===== config.mk =====
export PLATFORM = sky130hd
export DESIGN_NAME = phy_tenbase_ops_ext_ctrl_regs
export DESIGN_NICKNAME = d
export VERILOG_FILES = /design/src/hdl/phy_regs_pkg.sv /design/src/hdl/phy_tenbase_ops_ext_ctrl_regs.sv /design/src/hdl/sync_latch.sv
export SDC_FILE = /design/constraint.sdc
export NUM_CORES = 1
export LEC_CHECK = 0
export BUFFER_PORTS_ARGS = -buffer_cell sky130_fd_sc_hd__buf_2
export CORE_MARGIN = 1.5
export CORE_UTILIZATION = 52
export DETAILED_ROUTE_END_ITERATION = 8
export PLACE_DENSITY = 0.75
export SYNTH_ARGS = -nofsm -noshare
export SYNTH_HDL_FRONTEND = slang
export SYNTH_SLANG_ARGS = --single-unit

===== constraint.sdc =====
create_clock -name clk_sys -period 3.44 [get_ports clk_sys]
set_input_delay 0.688 -clock clk_sys [delete_from_list [all_inputs] [get_ports clk_sys]]
set_output_delay 0.688 -clock clk_sys [all_outputs]
set_load 0.005 [all_outputs]

===== src/hdl/phy_regs_pkg.sv =====
// Register map, field positions and timing constants for the 10Base-T block
package phy_regs_pkg;
  localparam logic [4:0] tenbase_ops_addr = 5'h12;
  localparam logic [4:0] ext_ctrl_two_addr = 5'h13;
  // Operations register fields
  localparam int ops_rjab_bit = 15;
  localparam int ops_polrev_bit = 14;
  localparam int ops_jab_inh_bit = 5;
  localparam int ops_apol_inh_bit = 3;
  localparam int ops_sqe_inh_bit = 2;
  localparam int ops_link_inh_bit = 1;
  localparam int ops_sq_inh_bit = 0;
  localparam logic [15:0] ops_rw_mask = 16'h3fff;
  localparam logic [15:0] ops_reset = 16'h0010;
  // Extended control two fields
  localparam int ext_node_bit = 15;
  localparam int ext_hwsw_bit = 14;
  localparam int ext_rfault_bit = 13;
  localparam int ext_xauto_bit = 9;
  localparam int ext_swap_bit = 8;
  localparam int ext_hiz_bit = 7;
  localparam int ext_apd_bit = 0;
  localparam logic [15:0] ext_rw_mask = 16'h1bff;
  localparam logic [15:0] ext_reset = 16'h4201;
  // Timing: jabber limit 20 ms, quality-test pulse 1 us
  localparam int jabber_ms = 20;
  localparam int clk_khz = 10000;
  localparam int jabber_cycles = jabber_ms * clk_khz;
  localparam int sqe_ns = 1000;
  localparam int clk_ns = 100;
  localparam int sqe_cycles = (sqe_ns + clk_ns - 1) / clk_ns;

  typedef struct packed {
    logic rd;
    logic wr;
    logic [4:0] addr;
    logic [15:0] wdata;
  } mgmt_req_t;

  typedef struct packed {
    logic jab_inh;
    logic apol_inh;
    logic sqe_inh;
    logic link_inh;
    logic sq_inh;
  } ops_ctrl_t;
endpackage


===== src/hdl/phy_tenbase_ops_ext_ctrl_regs.sv =====
// 10Base-T operations and extended control two registers with their control
`timescale 1ns/1ns
// Overview of operation
// Remote jabber flag latches high, read of operations register clears it
// Receive activity timed with transmit jabber limit; flag informs only
// Polarity bit shows reversed receive pair, operation continues
// Jabber inhibit zero enables transmit jabber check, one disables
// Auto polarity inhibit zero corrects reversed pair, one does not
// Polarity correction still works with automatic crossover off
// Quality-test inhibit zero generates test pulse, one suppresses it
// Quality-test pulse drives collision after transmit enable falls
// Full duplex or repeater suppresses test; inhibit bit unchanged
// Link loss inhibit forces link passed, else follows receive
// Squelch inhibit one needs data then idle before link
// Management writes reserved bits with their defaults
// Node/repeater bit reads zero, hardware/software bit reads one
// Tri-state bit resets zero; one puts transmit pair high impedance
// Auto power-down resets one; zero stops automatic shutdown
// Carrier sense asserts on transmit or receive activity
// Quality test enabled by default in node operation
// Crossover enable zero forces pair by swap bit, else auto while crossover_auto_enable is high, straight while it is low
// Power-down bit one in 10Base-T mode switches off 100Base-TX
// Event coinciding with clearing read stays set
module phy_tenbase_ops_ext_ctrl_regs
  import phy_regs_pkg::*;
#(
  parameter int jabber_limit = jabber_cycles,
  parameter int sqe_len = sqe_cycles
)
(
  // Clock and reset
  input wire logic clk_sys,
  input wire logic rst,
  // Management register port
  input wire mgmt_req_t mreq,
  output logic [15:0] rdata,
  // Line status from receive path
  input wire logic rx_activity,
  input wire logic rx_pair_pos,
  input wire logic rx_pair_neg,
  input wire logic rx_valid_data,
  input wire logic rx_idle,
  input wire logic remote_fault,
  // MAC side and mode
  input wire logic tx_en,
  input wire logic full_duplex,
  input wire logic ten_mode,
  input wire logic crossover_auto_enable,
  input wire logic auto_mdix_choice,
  // Controls out
  output logic col,
  output logic crs,
  output logic link_pass,
  output logic tx_jabber,
  output logic pol_correct,
  output logic pair_cross,
  output logic twisted_pair_hiz,
  output logic tx100_power_off
);
  // Pulse counter is eight bits wide
  if (jabber_limit < 2 || sqe_len < 1 || sqe_len > 255)
  begin : g_bad_timing
    $error("bad timing parameter");
  end

  localparam logic node_repeater_select = 1'b0;
  localparam int jw = $clog2(jabber_limit + 1);

  logic [15:0] ops_r, ext_r;
  logic rx_lvl, pol_lvl, pol_sticky, rjab_sticky, xauto_lvl;
  logic jab_evt, ops_read;
  logic [jw-1:0] rxcnt_r, txcnt_r;
  logic [7:0] sqe_r;
  logic tx_d_r, jab_r, link_r, seen_data_r;
  logic rxd_s, rxi_s, pn_lvl, pp_s;
  ops_ctrl_t ctl;

  assign ctl = ops_ctrl_t'({ops_r[ops_jab_inh_bit], ops_r[ops_apol_inh_bit],
    ops_r[ops_sqe_inh_bit], ops_r[ops_link_inh_bit], ops_r[ops_sq_inh_bit]});
  assign ops_read = mreq.rd && (mreq.addr == tenbase_ops_addr);
  wire ops_write = mreq.wr && (mreq.addr == tenbase_ops_addr);
  wire ext_write = mreq.wr && (mreq.addr == ext_ctrl_two_addr);

  // Receive pair lines synced apart before they are combined
  sync_latch u_pp (.clk_sys(clk_sys), .rst(rst), .async_in(rx_pair_pos),
    .clr(1'b0), .level(pp_s), .sticky());
  sync_latch u_pn (.clk_sys(clk_sys), .rst(rst), .async_in(rx_pair_neg),
    .clr(1'b0), .level(pn_lvl), .sticky());
  // Reversed pair: negative line seen active while positive idle
  wire pol_raw = pn_lvl & ~pp_s;
  // Receive jabber on line is an async event
  sync_latch u_rx (.clk_sys(clk_sys), .rst(rst), .async_in(rx_activity),
    .clr(1'b0), .level(rx_lvl), .sticky());
  sync_latch u_pol (.clk_sys(clk_sys), .rst(rst), .async_in(pol_raw),
    .clr(ops_read), .level(pol_lvl), .sticky(pol_sticky));
  sync_latch u_xa (.clk_sys(clk_sys), .rst(rst),
    .async_in(crossover_auto_enable), .clr(1'b0), .level(xauto_lvl),
    .sticky());
  sync_latch u_dat (.clk_sys(clk_sys), .rst(rst), .async_in(rx_valid_data),
    .clr(1'b0), .level(rxd_s), .sticky());
  sync_latch u_idl (.clk_sys(clk_sys), .rst(rst), .async_in(rx_idle),
    .clr(1'b0), .level(rxi_s), .sticky());

  assign jab_evt = (rxcnt_r == jw'(jabber_limit)) && rx_lvl;

  always_ff @(posedge clk_sys or posedge rst)
  begin
    if (rst)
      rxcnt_r <= '0;
    else if (!rx_lvl)
      rxcnt_r <= '0;
    else if (rxcnt_r != jw'(jabber_limit))
      rxcnt_r <= rxcnt_r + 1'b1;
  end

  // Remote jabber sticky, set beats clear
  logic rjab_r;
  always_ff @(posedge clk_sys or posedge rst)
  begin
    if (rst)
      rjab_r <= 1'b0;
    else
      rjab_r <= jab_evt | (rjab_r & ~ops_read);
  end
  assign rjab_sticky = rjab_r;

  // Register writes; reserved bits kept as written by the manager, except extended control two bit 10, stored as zero
  always_ff @(posedge clk_sys or posedge rst)
  begin
    if (rst)
    begin
      ops_r <= ops_reset;
      ext_r <= ext_reset;
    end
    else
    begin
      if (ops_write)
        ops_r <= mreq.wdata & ops_rw_mask;
      if (ext_write)
        ext_r <= mreq.wdata & ext_rw_mask;
    end
  end

  // Read data, registered
  wire [15:0] ops_view = {rjab_sticky, pol_sticky | pol_lvl,
    ops_r[13:0]};
  wire [15:0] ext_view = {node_repeater_select, 1'b1, remote_fault,
    ext_r[12:0]};
  wire [15:0] rd_mux = (mreq.addr == tenbase_ops_addr) ? ops_view :
    (mreq.addr == ext_ctrl_two_addr) ? ext_view : 16'h0000;
  always_ff @(posedge clk_sys or posedge rst)
  begin
    if (rst)
      rdata <= 16'h0000;
    else if (mreq.rd)
      rdata <= rd_mux;
  end

  // Transmit jabber check
  always_ff @(posedge clk_sys or posedge rst)
  begin
    if (rst)
    begin
      txcnt_r <= '0;
      jab_r <= 1'b0;
    end
    else if (!tx_en || ctl.jab_inh)
    begin
      txcnt_r <= '0;
      jab_r <= 1'b0;
    end
    else if (txcnt_r != jw'(jabber_limit))
      txcnt_r <= txcnt_r + 1'b1;
    else
      jab_r <= 1'b1;
  end
  assign tx_jabber = jab_r;

  // Quality test pulse after transmit ends
  wire sqe_allow = !ctl.sqe_inh && !full_duplex && !node_repeater_select;
  always_ff @(posedge clk_sys or posedge rst)
  begin
    if (rst)
    begin
      tx_d_r <= 1'b0;
      sqe_r <= 8'h00;
    end
    else
    begin
      tx_d_r <= tx_en;
      if (tx_d_r && !tx_en && sqe_allow)
        sqe_r <= 8'(sqe_len);
      else if (sqe_r != 8'h00)
        sqe_r <= sqe_r - 8'h01;
    end
  end
  always_ff @(posedge clk_sys or posedge rst)
  begin
    if (rst)
      col <= 1'b0;
    else
      col <= (sqe_r != 8'h00);
  end

  // Link integrity and squelch qualification
  always_ff @(posedge clk_sys or posedge rst)
  begin
    if (rst)
    begin
      seen_data_r <= 1'b0;
      link_r <= 1'b0;
    end
    else if (ctl.link_inh)
      link_r <= 1'b1;
    else if (!rx_lvl && !rxd_s && !rxi_s)
    begin
      link_r <= 1'b0;
      seen_data_r <= 1'b0;
    end
    else if (rxd_s)
    begin
      seen_data_r <= 1'b1;
      if (!ctl.sq_inh)
        link_r <= 1'b1;
    end
    else if (rxi_s && seen_data_r)
      link_r <= 1'b1;
  end
  assign link_pass = link_r;

  // Registered control outputs
  always_ff @(posedge clk_sys or posedge rst)
  begin
    if (rst)
    begin
      crs <= 1'b0;
      pol_correct <= 1'b0;
      pair_cross <= 1'b0;
      twisted_pair_hiz <= 1'b0;
      tx100_power_off <= 1'b0;
    end
    else
    begin
      crs <= tx_en | rx_lvl;
      pol_correct <= pol_lvl & ~ctl.apol_inh;
      if (!ext_r[ext_xauto_bit])
        pair_cross <= ext_r[ext_swap_bit];
      else if (!xauto_lvl)
        pair_cross <= 1'b0;
      else
        pair_cross <= auto_mdix_choice;
      twisted_pair_hiz <= ext_r[ext_hiz_bit];
      tx100_power_off <= ext_r[ext_apd_bit] & ten_mode;
    end
  end
endmodule // phy_tenbase_ops_ext_ctrl_regs


===== src/hdl/sync_latch.sv =====
// Two-stage synchroniser followed by a set-wins sticky latch
`timescale 1ns/1ns
module sync_latch
  import phy_regs_pkg::*;
(
  // Clock and reset
  input wire logic clk_sys,
  input wire logic rst,
  // Event in and clear
  input wire logic async_in,
  input wire logic clr,
  // Outputs
  output logic level,
  output logic sticky
);
  logic s1_r, s2_r, sticky_r;
  always_ff @(posedge clk_sys or posedge rst)
  begin
    if (rst)
    begin
      s1_r <= 1'b0;
      s2_r <= 1'b0;
      sticky_r <= 1'b0;
    end
    else
    begin
      s1_r <= async_in;
      s2_r <= s1_r;
      sticky_r <= s2_r | (sticky_r & ~clr);
    end
  end
  assign level = s2_r;
  assign sticky = sticky_r;
endmodule // sync_latch


-- Yosys cells after proc, flatten, opt, wreduce, memory -nomap -nowiden
Cells that the tools add are included.
- register bits: 112
- output and inout port bits: 24
- add/subtract/negate cells: 3
- equal/unequal tests: 8
- muxes and demuxes: 19
- bitwise gates (word level): 13
- reductions and logical operators: 24
- operators with widths (operator ; number):
    $mux 18 ; 4
    $add 18x1->18 const B ; 2
    $ne 18x18->1 const B ; 2
    $eq 18x18->1 const B ; 1
    $mux 16 ; 1
    $mux 8 ; 2
    $mux 15 ; 1
    $mux 1 ; 11
    $eq 5x5->1 const B ; 2
    $logic_and 1x1->1 ; 10
    $reduce_bool 8->1 ; 1
    $sub 8x1->8 const B ; 1
    $logic_not 1->1 ; 6
    $reduce_bool 2->1 ; 3
    $and 1x1->1 ; 5
    $ne 2x2->1 const B ; 2
    $ne 4x4->1 const B ; 1
    $not 1->1 ; 4
    $or 1x1->1 ; 4
    $reduce_and 2->1 ; 2
    $reduce_bool 4->1 ; 1
    $logic_or 1x1->1 ; 1

-- Logic depth before layout (Yosys ltp)
Gate-level depths: netlist of the first run.
- word-level depth: 5
- mapped depth: 6
- mapped depth without buffers: 6

-- By module
From an unflattened synthesis of the first run, not the netlist that was laid out.
- cell total of the unflattened synthesis: 434
- area, all modules: 5128.7 µm²
- by module, submodules not included (module ; times used ; cells each ; area an instance (µm²)):
    phy_tenbase_ops_ext_ctrl_regs ; 1 ; 392 ; 4498.1
    sync_latch ; 7 ; 6 ; 90.1

-- Least setup slack after synthesis of the first run
No wires, ideal clock.
- path kind: input port to flip-flop
- start point: in mreq[16] (netlist bit)
- end point: reg ext_r[1]
- library setup time: 0.128 ns
- data arrival time: 1.778 ns
- data required time: 3.312 ns
- setup slack: 1.535 ns
- stages: 5
- buffers on the path: 2
- path through: clkbuf_1 -> inv_2 -> or2_1 -> buf_2 -> mux2_1
- cells in the longest elaborated chain, start to end: 2
- RTL lines (element ; line ; text):
    start: declaration ; phy_tenbase_ops_ext_ctrl_regs.sv:35 ; input wire mgmt_req_t mreq,
    $eq 5x5->1 ; phy_tenbase_ops_ext_ctrl_regs.sv:82 ; wire ext_write = mreq.wr && (mreq.addr == ext_ctrl_two_addr);
    $logic_and 1x1->1 ; phy_tenbase_ops_ext_ctrl_regs.sv:82 ;
    end signal: assignment ; phy_tenbase_ops_ext_ctrl_regs.sv:133 ; ext_r <= ext_reset;
    end signal: assignment ; phy_tenbase_ops_ext_ctrl_regs.sv:140 ; ext_r <= mreq.wdata & ext_rw_mask;
    end: declaration ; phy_tenbase_ops_ext_ctrl_regs.sv:69 ; logic [15:0] ops_r, ext_r;
No other way between the ends.
A chain may end at the register's enable or synchronous reset.

-- Worst setup path in the final report of the first run
- start point: reg u_rx.s2_r (netlist: u_rx.level)
- end point: reg rxcnt_r[0]
- cells in the longest elaborated chain, start to end: 1
- RTL lines (element ; line ; text):
    start: declaration ; sync_latch.sv:16 ; logic s1_r, s2_r, sticky_r;
    start signal: assignment ; sync_latch.sv:28 ; s2_r <= s1_r;
    $ne 2x2->1 (no source line) / $mux 18 (equally long branches) ; n/a ;
    end signal: assignment ; phy_tenbase_ops_ext_ctrl_regs.sv:113 ; rxcnt_r <= rxcnt_r + 1'b1;
    end: declaration ; phy_tenbase_ops_ext_ctrl_regs.sv:72 ; logic [jw-1:0] rxcnt_r, txcnt_r;
Parallel ways exist; a longest one is shown, timed or not.

==> reports/results.tsv, run 1 <==
stage	metric	value	unit
logic_synthesis	Yosys top cell area share	55.9	%
finish	area delta synth->final	12.9	%
run_status	outcome	completed	
floorplan	DIE AREA	0.00997	mm^2
cts	Worst-Skew Late Latency	0.38	ns
grt	number of global-route vias before repair	3186	
cts	CTS tree	done	
logic_synthesis	net count of the mapped netlist	447	
power	Power Dens Cells	513	mW/mm^2
finish	# fillers	720	
placed_design	I/O Buffers	57	
finish	final instance area	0.00551	mm^2
cts	clk slew on worst S/H paths	0.12	ns
setup_path	Worst Setup End Kind	flop	
finish	fraction of layout cells with a size suffix above 1	22.0	%
floorplan	Initial Util	53.3	%
timing	unrepaired setup endpoints after global routing	no	
timing	max-slew violation count	0	
timing	period utilization	60.5	%
timing	post-route setup TNS	0	ns
logic_synthesis	Ys Warns	0	
logic_synthesis	Seq/Total Area, Yosys	57.5	%
setup_path	WP data required	3.74	ns
logic_synthesis	synthesized area	0.00488	mm^2
placed_design	Final GP Congestion	0.823	
finish	Nets	505	
floorplan	die width	99.9	um
setup_path	CP startpoint kind	flop	
placed_design	DP Area	0.00528	mm^2
routing	initial detailed-routing violation count	201	
timing	clk_skew	0.0154	ns
cts	post-CTS resize count	0	
logic_synthesis	Cell variety after synth	52	
setup_path	CP max FO	27	
setup_path	worst-path cell chain	nor4bb_1, nand3_1, nor3_2, mux2i_1	
setup_path	CP max stage cell	dfrtp_1	
logic_synthesis	Synth Flop Type	dfrtp_1	
finish	ANT cells	0	
setup_path	crit path DAT	2.38	ns
setup_path	CP top delay family	simple AND/OR/NAND/NOR gates	
routing	ANT nets after route	0	
routing	routed vias	3201	
routing	drt via density	5.53	
setup_path	critical path type	reg -> reg	
job	max_cap viols	0	
setup_path	CP Buf/Inv Count	0	
placed_design	Post-DP HPWL	6.00	mm
timing	minimum clock period	2.08	ns
floorplan	Core Box Area	0.00915	mm^2
finish	Reg area	0.00281	mm^2
floorplan	FP Rows	35	
logic_synthesis	post-synth top area cell	dfrtp_1	
power	Pwr Total	2.83	mW
routing	drt wl/cell	15.3	um
timing	Max transition margin	47.2	%
logic_synthesis	top cells by count, synth	dfrtp_1, nor2_1, mux2i_1, nand3_1	
timing	final setup margin	1.36	ns
grt	GRT Util Overall	19.2	%
routing	final WL	8.87	mm
floorplan	Boundary Pins	60	
finish	area taken by multi-input logic gates	0.00195	mm^2
routing	DR DRC count	0	
cts	cts bufs inserted	9	
grt	first-pass GRT wire length	15.2	mm
logic_synthesis	EDFF count, synth	0	
logic_synthesis	largest cells by area after synthesis	dfrtp_1, mux2i_1, mux2_2	
logic_synthesis	Mapped Cells	405	
timing	# setup viols final	0	
timing	Final Hold Vio Count	0	
cts	CTS max path bufs	2	
logic_synthesis	most frequent cell after synthesis	dfrtp_1	
grt	pin count of the biggest net entering global routing	113	
logic_synthesis	Synth async-reset ratio	100	%
floorplan	die height	99.9	um
setup_path	Largest stage delay, worst path	0.82	ns
cts	H-tree lvl count	3	
cts	clock sink count	112	
logic_synthesis	Yosys reg bits	112	
placed_design	pre-CTS setup slack	1.11	ns
timing	Worst-Margin Slew	0.792	ns
power	static leakage	2.57	nW
cts	Post-CTS Hold Fix Bufs	0	
grt	initial antenna violation count	0	
power	Worst IR Drop VDD	0.287	mV
logic_synthesis	syn_area_per_cell	12.0	um^2
timing	Max Fclk	480	MHz
cts	Root Driver	clkbuf_8	
grt	grt ovf	0	
routing	DR pass1 iterations	4	
worst_hold_path	Min-Delay Path Class	reg -> reg	
cts	Setup Buffers After CTS	0	
[report_power, final]
group	total (mW)	switching [mW]	leakage, nW	internal (mW)
registers	1.57	0.109	1.45	1.46
logic	0.396	0.212	1.00	0.184
clock network	0.865	0.496	0.115	0.369
[stage by stage]
step	hold slack (ns)	instances	util, %
after floorplan	0.331	405	-
after global placement	0.333	563	57.7
after detailed placement	0.335	563	57.7
after CTS	0.361	579	60.2
after global routing	0.370	579	60.2
final	0.360	579	60.2
[cell type report]
type                            count  share of cell area [%]
Timing Repair Buffer               59                    5.68
Clock buffer                        9                    2.25
Multi-Input combinational cell    264                    35.4
Clock inverter                      7                    1.95
Tap cell                          111                    2.52
Sequential cell                   112                    50.9
Inverter                           17                    1.23
[per-layer routing]
metal | GRT usage [%] | part of all wire, %
met3 | 5.36 | 5.1
met4 | 5.63 | 1.1
met1 | 26.9 | 48
met2 | 29.4 | 46
met5 | 0 | 0
[worst reg2reg max path, cell delays in order (launching register included)]
cell      delay (ns)
dfrtp_1         0.82
nor4bb_1        0.43
nand3_1         0.14
nor3_2          0.39
mux2i_1         0.24
[flip-flops by register name, indices dropped and copies added, names as in the netlist, 8 cells and up]
name / count
ops_r: 14
txcnt_r: 18
rxcnt_r: 18
ext_r: 12
sqe_r: 8
rdata: 16
[cell families (layout without fill, tap and decap cells)]
family / count (synthesis) / count (layout) / synth area share, %
and+or+nand+nor: 137 / 137 / 16.8
DFF: 112 / 112 / 57.5
AOI/OAI and AO/OA: 49 / 49 / 6.92
muxes: 46 / 46 / 10.1
buffers and inverters: 29 / 92 / 2.46
xor gates and xnor gates: 26 / 26 / 4.67
adders and majority gates: 6 / 6 / 1.54
[worst paths after layout]
kind	from	to	slack (ns)	depth (start not counted)
max	u_rx.level	rxcnt_r[0]	1.36	4
min	u_pn.s1_r	u_pn.level	0.36	0
max reg2reg	u_rx.level	rxcnt_r[0]	1.36	4
min reg2reg	u_pn.s1_r	u_pn.level	0.36	0
max in group asynchronous	rst	col	2.53	3
min in group asynchronous	rst	ext_r[6]	0.43	3
[cell usage in the layout (no fill, tap or decap), types with 4 or more instances in the layout]
cell	n
mux2_2	16
nand3_1	17
and3_1	6
a21oi_1	9
nor3_1	9
dfrtp_1	109
nor2_1	23
mux2i_1	20
nor2b_1	4
nor4_1	6
ha_1	6
or3_1	5
nand2_1	15
clkbuf_8	9
mux2_1	10
nand2b_1	11
inv_1	15
nand4_1	7
xnor2_1	15
o2bb2ai_1	14
o21ai_1	5
and2_1	11
buf_2	57
xor2_1	11
o21ai_0	7
(Power assumes the default switching activity.)
==> run 2, diff against run 1 <==
==> constraint.sdc (replaced) <==
create_clock -name clk_sys -period 1.7 [get_ports clk_sys]
set_input_delay 0.34 -clock clk_sys [delete_from_list [all_inputs] [get_ports clk_sys]]
set_output_delay 0.34 -clock clk_sys [all_outputs]
set_load 0.005 [all_outputs]
==> reports/results.tsv, run 2 (same netlist as run 1, synthesis figures left out) <==
stage	metric	value	unit	change
floorplan	Initial Util	53.3	%	unchanged
finish	commonest non-fill, non-tap cell in the layout	dfrtp_1		
cts	Post-CTS Hold Fix Bufs	0		unchanged
floorplan	die width	99.9	um	unchanged
timing	period utilization	98.7	%	+38 points
timing	Worst-Margin Slew	0.662	ns	-0.130 ns
placed_design	I/O Buffers	57		unchanged
floorplan	Boundary Pins	60		unchanged
cts	clk slew on worst S/H paths	0.12	ns	about the same
routing	initial detailed-routing violation count	201		unchanged
finish	most frequent cells in the layout	dfrtp_1, buf_2, nor2_1, mux2i_1, buf_4		
routing	DR pass1 iterations	4		unchanged
timing	clk_skew	0.0152	ns	-0.000142 ns
grt	initial antenna violation count	0		unchanged
cts	Root Driver	clkbuf_8		
timing	max-slew violation count	0		unchanged
finish	area delta synth->final	17.1	%	
setup_path	Worst Setup End Kind	flop		
placed_design	Post-DP HPWL	6.35	mm	+5.9%
finish	fraction of layout cells with a size suffix above 1	27.7	%	+5.7 points
finish	Nets	524		+3.8%
cts	CTS max path bufs	2		unchanged
cts	cts bufs inserted	9		unchanged
floorplan	DIE AREA	0.00997	mm^2	unchanged
cts	CTS tree	done		
floorplan	FP Rows	35		unchanged
power	static leakage	2.68	nW	+4.3%
setup_path	WP data required	2.00	ns	-1.74 ns
placed_design	Final GP Congestion	0.789		-4.1%
job	max_cap viols	0		unchanged
timing	# setup viols final	0		unchanged
routing	drt via density	5.57		+0.66%
grt	first-pass GRT wire length	15.9	mm	+4.6%
worst_hold_path	Min-Delay Path Class	in -> reg		
setup_path	CP startpoint kind	flop		
grt	number of global-route vias before repair	3441		+8.0%
cts	Worst-Skew Late Latency	0.37	ns	about the same
cts	H-tree lvl count	3		unchanged
grt	grt ovf	0		unchanged
power	Pwr Total	5.80	mW	+110%
floorplan	die height	99.9	um	unchanged
timing	unrepaired setup endpoints after global routing	yes		
routing	final WL	9.30	mm	+4.9%
setup_path	CP max FO	6		-78%
cts	clock sink count	112		unchanged
routing	routed vias	3328		+4.0%
timing	Final Hold Vio Count	0		unchanged
timing	Hold Slack	0.0629	ns	-0.297 ns
power	Worst IR Drop VDD	0.641	mV	+120%
run_status	outcome	completed		
routing	DR DRC count	0		unchanged
floorplan	Core Box Area	0.00915	mm^2	unchanged
grt	GRT Util Overall	20.0	%	+0.80 points
finish	ANT cells	0		unchanged
power	Power Dens Cells	1010	mW/mm^2	+98%
finish	top flop regs	rxcnt_r: 18 flops, txcnt_r: 18 flops, rdata: 16 flops		
grt	pin count of the biggest net entering global routing	113		unchanged
timing	minimum clock period	1.68	ns	-0.404 ns
routing	ANT nets after route	0		unchanged
setup_path	crit path DAT	1.98	ns	-0.40 ns
timing	Max transition margin	55.9	%	+8.6 points
setup_path	critical path type	reg -> reg		
routing	drt wl/cell	15.6	um	+1.5%
timing	Max Fclk	596	MHz	+24%
## run 2: cell count changes in the layout (fill, tap and decap cells not counted), moves of 2 or more
cell     previous run  this run
nor4b_2             1         3
buf_4               1        19
dfrtp_1           109       104
nor4b_1             2         0
dfrtp_2             0         5
## run 2: critical path, stage by stage (launching register included)
cell and delay, ns:
dfrtp_1 0.42, or4_4 0.57, or4b_4 0.50, a21oi_2 0.13
## run 2: routing by layer
layer | global-route usage (%) | vias up | wire (um) | share of wire (%)
met5 | 0 | - | 0 | 0
met4 | 6.83 | 0 | 115 | 1.2
met3 | 3.90 | 10 | 429 | 4.6
met2 | 33.8 | 64 | 4600 | 49
met1 | 25.9 | 1671 | 4150 | 45
li1 | - | 1583 | - | -
## run 2: worst paths after layout
check / to / startpoint / slack (ns) / cells past startpoint
setup / recovery: sqe_r[7] / sqe_r[5] / 0.02 / 3
hold / removal: u_rx.s1_r / rx_activity / 0.06 / 1
setup reg to reg: sqe_r[7] / sqe_r[5] / 0.02 / 3
hold reg to reg: u_pn.level / u_pn.s1_r / 0.36 / 0
max in group asynchronous: txcnt_r[0] / rst / 1.09 / 3
min in group asynchronous: txcnt_r[1] / rst / 0.08 / 3
## run 2: final cells by class
type / count / area (um^2)
Fill cell: 687 / 3440
Sequential cell: 112 / 2810
Multi-Input combinational cell: 264 / 2000
Timing Repair Buffer: 78 / 468
Clock buffer: 9 / 124
Inverter: 17 / 67.6
Tap cell: 111 / 139
Clock inverter: 7 / 108
## run 2: per-stage QoR
step / util [%] / worst slack [ns] / TNS (ns) / area (um^2) / instances
floorplan: - / 0.00500 / 0 / 4880 / 405
global placement: 58.9 / 0.0501 / 0 / 5400 / 577
detailed placement: 58.9 / 0.00769 / 0 / 5400 / 577
CTS: 61.6 / 0.0193 / 0 / 5630 / 594
global route: 62.4 / -0.0266 / -0.0533 / 5710 / 598
finish: 62.4 / 0.0229 / 0 / 5710 / 598
## run 2: repair_timing
item	in CTS	in global routing
gates resized for setup	0	14
pin swaps	1	5
setup buffers	1	4
endpoints found under the setup margin	1	16
## run 2: report_power, final
part,total [mW],switching [mW],internal [mW]
clock,1.72,0.983,0.740
sequential,3.16,0.214,2.95
combinational,0.911,0.470,0.442
